File: config.mk
export PLATFORM = sky130hd
export DESIGN_NAME = encp_top
export DESIGN_NICKNAME = d
export VERILOG_FILES = /design/src/encp_top.v /design/src/encp_sync_edge.v
export VERILOG_INCLUDE_DIRS = /design/src
export SDC_FILE = /design/constraint.sdc
export NUM_CORES = 1
export LEC_CHECK = 0
export ABC_AREA = 1
export BUFFER_PORTS_ARGS = -buffer_cell sky130_fd_sc_hd__buf_2
export CAP_MARGIN = 20
export CORE_MARGIN = 2
export CORE_UTILIZATION = 50
export DETAILED_ROUTE_END_ITERATION = 6
export PLACE_DENSITY = 0.72
export SLEW_MARGIN = 10
export SYNTH_ARGS = -nofsm -noshare
export SYNTH_HDL_FRONTEND = slang
export SYNTH_SLANG_ARGS = --single-unit
File: constraint.sdc
create_clock -name sys_clk -period 6.84 [get_ports sys_clk]
set_clock_uncertainty 0.1 [all_clocks]
set_input_delay 1.368 -clock sys_clk [delete_from_list [all_inputs] [get_ports sys_clk]]
set_output_delay 1.368 -clock sys_clk [all_outputs]
set_load 0.02 [all_outputs]
File: src/encp_consts.vh
// Constants for the encoder position output block
`ifndef ENCP_CONSTS_VH
`define ENCP_CONSTS_VH

// ----------------------------------------------------------------
// Register offsets (byte addresses)
// ----------------------------------------------------------------
`define ENCP_ADDR_CTRL 8'h00
`define ENCP_ADDR_ZERO 8'h04
`define ENCP_ADDR_RELPOS 8'h08
`define ENCP_ADDR_ABSPOS 8'h0C
`define ENCP_ADDR_OUTPOS 8'h10
`define ENCP_ADDR_STATUS 8'h14

// ----------------------------------------------------------------
// Control register fields
// ----------------------------------------------------------------
`define ENCP_CTRL_SIGN 0
`define ENCP_CTRL_RES_LSB 1
`define ENCP_CTRL_RES_MSB 3
`define ENCP_CTRL_RING_LSB 4
`define ENCP_CTRL_RING_MSB 5

// ----------------------------------------------------------------
// Reset values
// ----------------------------------------------------------------
`define ENCP_CTRL_RST 6'h00
`define ENCP_ZERO_RST 12'h000

// ----------------------------------------------------------------
// Serial configuration codes
// ----------------------------------------------------------------
`define ENCP_RING_REPEAT 2'h1
`define ENCP_RING_REFRESH 2'h3

// ----------------------------------------------------------------
// Timing
// ----------------------------------------------------------------
`define ENCP_CLK_MHZ 10
`define ENCP_TMONO_US 19
`define ENCP_MONO_CYC (`ENCP_TMONO_US * `ENCP_CLK_MHZ)

`endif

File: src/encp_top.v
// Encoder position output: zeroing, quadrature, reference mark and serial port
//
// Added by the designer: the register addresses and the strobed register port.
`timescale 1ns/1ps
`include "encp_consts.vh"

module encp_top #(
    parameter MONO_CYC = `ENCP_MONO_CYC
) (
    // Clock and reset
    input wire sys_clk,
    input wire reset_n,
    // Register port
    input wire [7:0] reg_addr,
    input wire [31:0] reg_wdata,
    input wire reg_wr,
    input wire reg_rd,
    output reg [31:0] reg_rdata,
    // Interpolated angle
    input wire [11:0] abs_pos,
    // Zero pin
    input wire zero_pin,
    // Serial port
    input wire ssi_clk,
    output reg ssi_data,
    // Incremental outputs
    output reg quad_a,
    output reg quad_b,
    output reg ref_mark
);

    // ----------------------------------------------------------------
    // Decoding helpers
    // ----------------------------------------------------------------
    // Serial frame phases
    localparam [1:0] PH_BIT = 2'h0;
    localparam [1:0] PH_GAP = 2'h1;
    localparam [1:0] PH_AFTER = 2'h2;

    // Mask of the position bits kept at a given resolution code
    function [11:0] res_mask;
        input [2:0] res;
        begin
            res_mask = ~((12'h001 << res) - 12'h001);
        end
    endfunction

    // Serial frame length in bits
    function [3:0] frame_len;
        input ring;
        input [2:0] res;
        begin
            if (ring)
                frame_len = 4'hC - {1'b0, res};
            else
                frame_len = 4'hC;
        end
    endfunction

    // Where the bit counter stands within a frame of the given length
    function [1:0] ssi_phase;
        input [3:0] cnt;
        input [3:0] len;
        begin
            if (cnt < len)
                ssi_phase = PH_BIT;
            else if (cnt == len)
                ssi_phase = PH_GAP;
            else
                ssi_phase = PH_AFTER;
        end
    endfunction

    // ----------------------------------------------------------------
    // Declarations
    // ----------------------------------------------------------------
    reg [5:0] ctrl;
    reg [11:0] zero_pos;
    wire dir_neg;
    wire [2:0] res_code;
    wire [1:0] ring_cfg;
    wire ring_on;
    wire ring_fresh;
    wire [11:0] rel_pos;
    wire [11:0] out_pos;
    wire [11:0] step_pos;
    wire [11:0] ssi_word;
    wire [3:0] flen;
    wire [1:0] pin_level;
    wire [1:0] pin_rise;
    wire [1:0] pin_fall;
    wire zero_rise;
    wire sclk_rise;
    wire sclk_fall;
    wire sclk_edge;
    reg mono_on;
    reg [15:0] mono_cnt;
    reg [11:0] ssi_shreg;
    reg [3:0] bit_cnt;
    wire [3:0] bit_idx;
    wire [1:0] frame_phase;
    reg [31:0] next_rdata;

    // ----------------------------------------------------------------
    // Pin synchronisers (bit 1 serial clock idles high)
    // ----------------------------------------------------------------
    encp_sync_edge #(
        .N(2),
        .IDLE(2'h2)
    ) u_sync (
        .sys_clk(sys_clk),
        .reset_n(reset_n),
        .pin_in({ssi_clk, zero_pin}),
        .level(pin_level),
        .rise(pin_rise),
        .fall(pin_fall)
    );

    assign zero_rise = pin_rise[0];
    assign sclk_rise = pin_rise[1];
    assign sclk_fall = pin_fall[1];
    assign sclk_edge = sclk_rise | sclk_fall;

    // ----------------------------------------------------------------
    // Control fields
    // ----------------------------------------------------------------
    assign dir_neg = ctrl[`ENCP_CTRL_SIGN];
    assign res_code = ctrl[`ENCP_CTRL_RES_MSB:`ENCP_CTRL_RES_LSB];
    assign ring_cfg = ctrl[`ENCP_CTRL_RING_MSB:`ENCP_CTRL_RING_LSB];
    assign ring_on = (ring_cfg == `ENCP_RING_REPEAT) || ring_fresh;
    assign ring_fresh = (ring_cfg == `ENCP_RING_REFRESH);

    // ----------------------------------------------------------------
    // Position arithmetic
    // ----------------------------------------------------------------
    // Absolute input is never altered; only the relative copy sees zero
    assign rel_pos = abs_pos - zero_pos;

    // Negative direction counts the other way round the turn
    assign out_pos = dir_neg ? (12'h000 - rel_pos) : rel_pos;

    // Step count at the selected interpolation rate
    assign step_pos = out_pos >> res_code;

    // Serial word keeps only the bits of the selected rate, MSB aligned
    assign ssi_word = out_pos & res_mask(res_code);

    assign flen = frame_len(ring_on, res_code);

    assign bit_idx = 4'hB - bit_cnt;

    assign frame_phase = ssi_phase(bit_cnt, flen);

    // ----------------------------------------------------------------
    // Control register
    // ----------------------------------------------------------------
    always @(posedge sys_clk or negedge reset_n)
    begin
        if (!reset_n)
            ctrl <= `ENCP_CTRL_RST;
        else if (reg_wr && (reg_addr == `ENCP_ADDR_CTRL))
            ctrl <= reg_wdata[5:0];
    end

    // ----------------------------------------------------------------
    // Zero register
    // ----------------------------------------------------------------
    // The pin edge wins over a software write in the same cycle
    always @(posedge sys_clk or negedge reset_n)
    begin
        if (!reset_n)
            zero_pos <= `ENCP_ZERO_RST;
        else if (zero_rise)
            zero_pos <= abs_pos;
        else if (reg_wr && (reg_addr == `ENCP_ADDR_ZERO))
            zero_pos <= reg_wdata[11:0];
    end

    // ----------------------------------------------------------------
    // Incremental outputs
    // ----------------------------------------------------------------
    // Gray sequence 00,01,11,10 on (A,B) as steps rise: B leads A
    always @(posedge sys_clk or negedge reset_n)
    begin
        if (!reset_n)
        begin
            quad_a <= 1'b0;
            quad_b <= 1'b0;
            ref_mark <= 1'b0;
        end
        else
        begin
            quad_a <= step_pos[1];
            quad_b <= step_pos[1] ^ step_pos[0];
            // One step wide at zero: a quarter of the A/B period
            ref_mark <= (step_pos == 12'h000);
        end
    end

    // ----------------------------------------------------------------
    // Monoflop
    // ----------------------------------------------------------------
    always @(posedge sys_clk or negedge reset_n)
    begin
        if (!reset_n)
        begin
            mono_on <= 1'b0;
            mono_cnt <= 16'h0000;
        end
        else if (!mono_on)
        begin
            if (sclk_fall)
            begin
                mono_on <= 1'b1;
                mono_cnt <= MONO_CYC[15:0];
            end
        end
        else if (sclk_edge)
            mono_cnt <= MONO_CYC[15:0];
        else if (mono_cnt <= 16'h0001)
        begin
            mono_on <= 1'b0;
            mono_cnt <= 16'h0000;
        end
        else
            mono_cnt <= mono_cnt - 16'h0001;
    end

    // ----------------------------------------------------------------
    // Serial shift register and bit counter
    // ----------------------------------------------------------------
    // bit_cnt runs 0..flen while sending; flen+1 marks the gap bit sent
    always @(posedge sys_clk or negedge reset_n)
    begin
        if (!reset_n)
        begin
            ssi_shreg <= 12'h000;
            bit_cnt <= 4'h0;
        end
        else if (!mono_on)
        begin
            if (sclk_fall)
            begin
                ssi_shreg <= ssi_word;
                bit_cnt <= 4'h0;
            end
        end
        else if (sclk_rise)
        begin
            if (frame_phase == PH_BIT)
                bit_cnt <= bit_cnt + 4'h1;
            else if (frame_phase == PH_GAP)
            begin
                bit_cnt <= flen + 4'h1;
                if (ring_fresh)
                    ssi_shreg <= ssi_word;
            end
            else if (ring_on)
                bit_cnt <= 4'h1;
        end
    end

    // ----------------------------------------------------------------
    // Serial data line
    // ----------------------------------------------------------------
    always @(posedge sys_clk or negedge reset_n)
    begin
        if (!reset_n)
            ssi_data <= 1'b1;
        else if (!mono_on)
            ssi_data <= 1'b1;
        else if (!sclk_edge && (mono_cnt <= 16'h0001))
            ssi_data <= 1'b1;
        else if (sclk_rise)
        begin
            if (frame_phase == PH_BIT)
                ssi_data <= ssi_shreg[bit_idx];
            else if (frame_phase == PH_GAP)
                ssi_data <= 1'b0;
            else if (ring_on)
                ssi_data <= ssi_shreg[11];
            else
                ssi_data <= 1'b0;
        end
    end

    // ----------------------------------------------------------------
    // Register read
    // ----------------------------------------------------------------
    always @*
    begin
        next_rdata = 32'h0000_0000;
        case (reg_addr)
            `ENCP_ADDR_CTRL:
                next_rdata = {26'h000_0000, ctrl};
            `ENCP_ADDR_ZERO:
                next_rdata = {20'h0_0000, zero_pos};
            `ENCP_ADDR_RELPOS:
                next_rdata = {20'h0_0000, rel_pos};
            `ENCP_ADDR_ABSPOS:
                next_rdata = {20'h0_0000, abs_pos};
            `ENCP_ADDR_OUTPOS:
                next_rdata = {20'h0_0000, step_pos};
            `ENCP_ADDR_STATUS:
                next_rdata = {26'h000_0000, pin_level[1], mono_on, bit_cnt};
            default:
                next_rdata = 32'h0000_0000;
        endcase
    end

    always @(posedge sys_clk or negedge reset_n)
    begin
        if (!reset_n)
            reg_rdata <= 32'h0000_0000;
        else if (reg_rd)
            reg_rdata <= next_rdata;
        else
            reg_rdata <= 32'h0000_0000;
    end

endmodule // encp_top

File: src/encp_sync_edge.v
// Two-flop synchronisers with edge detection for external pins
`timescale 1ns/1ps

module encp_sync_edge #(
    parameter N = 2,
    parameter [N-1:0] IDLE = {N{1'b0}}
) (
    // Clock and reset
    input wire sys_clk,
    input wire reset_n,
    // Asynchronous pins
    input wire [N-1:0] pin_in,
    // Synchronised level and edges
    output wire [N-1:0] level,
    output wire [N-1:0] rise,
    output wire [N-1:0] fall
);

    // ----------------------------------------------------------------
    // Per-pin synchroniser
    // ----------------------------------------------------------------
    genvar i;
    generate
        for (i = 0; i < N; i = i + 1)
        begin : g_sync
            reg stage1;
            reg stage2;
            reg stage3;
            always @(posedge sys_clk or negedge reset_n)
            begin
                if (!reset_n)
                begin
                    stage1 <= IDLE[i];
                    stage2 <= IDLE[i];
                    stage3 <= IDLE[i];
                end
                else
                begin
                    stage1 <= pin_in[i];
                    stage2 <= stage1;
                    stage3 <= stage2;
                end
            end
            assign level[i] = stage2;
            assign rise[i] = stage2 & ~stage3;
            assign fall[i] = ~stage2 & stage3;
        end
    endgenerate

endmodule // encp_sync_edge

==> qor.yml <==
num_vias: 5248
endpoint_kind: "flop"
detail-route-antenna-nets: 0
clk_pin_slew_worst_paths_ns: 0.06
nNetsFinal: 946
ys_seq_area_share_pct: 32.5
drt-vias-per-instance: 5.24
slowest_delay_ns: 0.61
cts_max_level: 3
cts_root_buf: "clkbuf_16"
final_util_pct: 56.8
placed_area_um2: 5920
cp_top_family: "buffers and inverters"
hold_violations: 0
clk_latency_ns: 0.35
grt_pass1_wl_mm: 23.4
cap_violations: 0
ys_ff_latch: 73
layout_common_cells: "nand2_1 (199), inv_1 (114), dfrtp_1 (69)"
pre_cts_ws_ns: 2.30
grt_setup_unrepaired: "false"
antenna_cells: 0
grt_use_total_pct: 25.0
min_period_ns: 4.60
final_common_cell: "nand2_1"
start_util_pct: 51.6
die-height_um: 110
wl_per_cell_um: 14.1
gp_congestion: 0.952
worst_slew_pin_slew_ns: 0.913
drive_above_1_share_pct: 12.5
worstPathRequired_ns: 6.97
setup_tns_ns: 0
core.rowCount: 38
drc: 0
ys_async_sr_fraction_pct: 100
fin_crit_sh_pct: 67.2
postCtsHoldBufs: 0
synth.distinct_cells: 48
synth-edff-count: 0
setup_slack_ns: 2.24
irDropWorstVdd_uv: 152
crit_slowest_cell: "dfrtp_1"
hp-start: "u_sync.g_sync[0].stage1"
clock.fmax_mhz: 217
status: "complete, no violations"
numCtsBuffers: 9
synth_largest_area_cell: "dfrtp_1"
final_cell_area_um2: 6210
reg2reg_from: "ctrl[2]"
io_pins: 94
dr.pass1.iters: 5
critPathBufInv: 4
antenna_found_initial: 0
initialDrtViolationCount: 312
ctsResizeCount: 0
startpoint: "ctrl[2]"
crit_fanout: 18
syn_to_final_growth_pct: 10.1
startpoint_type: "flop"
port_buffers: 53
coreArea_um2: 10900
syn-instance-count: 811
final-setup-viol-count: 0
post_cts_buffers: 0
die_w_um: 110
synth_ff_type: "dfrtp_1"
relSlewSlack_pct: 39.2
powerDensity_nw_per_um2: 245
p_leak_nw: 3.22
first_global_vias: 4937
place_inst: 986
stdcell_count: 1002
cts_sinks: 73
critical_path_class: "reg2reg"
yosys_warnings: 0
hold_path.class: "reg2reg"
drt-total-wl_mm: 14.2
netlist.area_leader.share_pct: 30.6
slew_viol_final: 0
grt_max_degree: 74
hpwl_mm: 11.1
grt_overflow: 0
cts_buffer_depth: 2
arrival_ns: 4.73
postSynthAreaPerCell_um2: 6.95
tritoncts: "done"
synth_area_um2: 5640
cp_cell_sequence: "clkinv_1 -> ha_1 -> ha_1 -> nand2_1 -> inv_1 -> ha_1 -> nand2_1 -> inv_1 -> a221oi_1 -> nor2_1 -> nand4_1 -> a21oi_1 -> inv_1 -> o41ai_1"
synth.top_cells.by_area: "dfrtp_1 (31%), nand2_1 (13%), inv_1 (7.6%)"
die_area_um2: 12100
state kept, by name (all words and copies together), names as in the netlist:
name and flops:
mono_on 1, ctrl 6, ref_mark 1, ssi_data 1, reg_rdata 12, quad_a 1, mono_cnt 16, zero_pos 12
u_sync.g_sync.stage3 2, bit_cnt 4, u_sync.g_sync.stage2 2, u_sync.g_sync.stage1 2, quad_b 1, ssi_shreg 12
logic make-up (layout without fill, tap and decap cells):
logic type / Yosys count / after routing / share of synthesized area, %
compound gates: 133 / 133 / 13.7
xor+xnor: 27 / 27 / 4.19
fa+ha+maj: 31 / 31 / 7.01
buf+inv: 158 / 190 / 12.3
flops: 73 / 73 / 32.5
mux: 2 / 2 / 0.399
other cells: 1 / 20 / 0.0665
simple gates: 386 / 386 / 29.9
worst paths after layout:
path / depth (start not counted) / end / slack (ns)
max in group asynchronous: 1 / reg_rdata[2] / 4.99
worst max-delay path: 14 / ssi_shreg[2] / 2.24
worst max register to register: 14 / ssi_shreg[2] / 2.24
worst min register to register: 0 / u_sync.g_sync[0].stage2 / 0.25
worst min-delay path: 0 / u_sync.g_sync[0].stage2 / 0.25
min in group asynchronous: 1 / bit_cnt[1] / 1.06
cell type report:
| type | instances | area, µm² |
|---|---|---|
| multi-input combinational | 599 | 3190 |
| clock inverter | 5 | 38.8 |
| fill | 1076 | 4720 |
| clock buffer | 11 | 253 |
| timing repair buffer | 54 | 275 |
| inverter | 120 | 450 |
| tap | 140 | 175 |
| sequential | 73 | 1830 |
synthesized netlist by cell type (all sizes together) (4+ instances only):
master / instances
o21ai: 52
a21oi: 33
nand4: 10
nor2: 73
o21bai: 4
nor3: 13
o31ai: 5
xor2: 21
buf: 29
nand2: 212
nand3: 71
dfstp: 4
xnor2: 6
clkbuf: 9
a31oi: 7
o22ai: 17
ha: 30
inv: 117
dfrtp: 69
per-stage QoR:
step	hold WS, ns	total power, W
detailed placement	0.235	0.00107
CTS	0.249	0.00153
global route	0.251	0.00164
finish	0.248	0.00152
floorplan	0.231	0.000943
global placement	0.234	0.00106
worst reg2reg max path, cell delays in order (launching register included):
cell and delay (ns):
dfrtp_1 0.61, clkinv_1 0.61, ha_1 0.45, ha_1 0.29
nand2_1 0.13, inv_1 0.06, ha_1 0.26, nand2_1 0.05
inv_1 0.06, a221oi_1 0.14, nor2_1 0.28, nand4_1 0.13
a21oi_1 0.58, inv_1 0.41, o41ai_1 0.34
layer usage:
metal | vias up | track usage, % | routed length [µm] | part of all wire, %
met3 | 25 | 4.88 | 827 | 5.8
met5 | - | 0 | 0 | 0
met4 | 0 | 9.20 | 338 | 2.4
met1 | 2375 | 32.2 | 6280 | 44
met2 | 162 | 41.8 | 6710 | 47
li1 | 2686 | - | - | -
where the power goes:
part,internal [W],switching [W],leakage [nW]
registers,0.000487,0.0000476,0.904
clock network,0.000266,0.000186,0.130
logic,0.000185,0.000348,2.18
No activity file was read; power rests on OpenSTA's default activity.
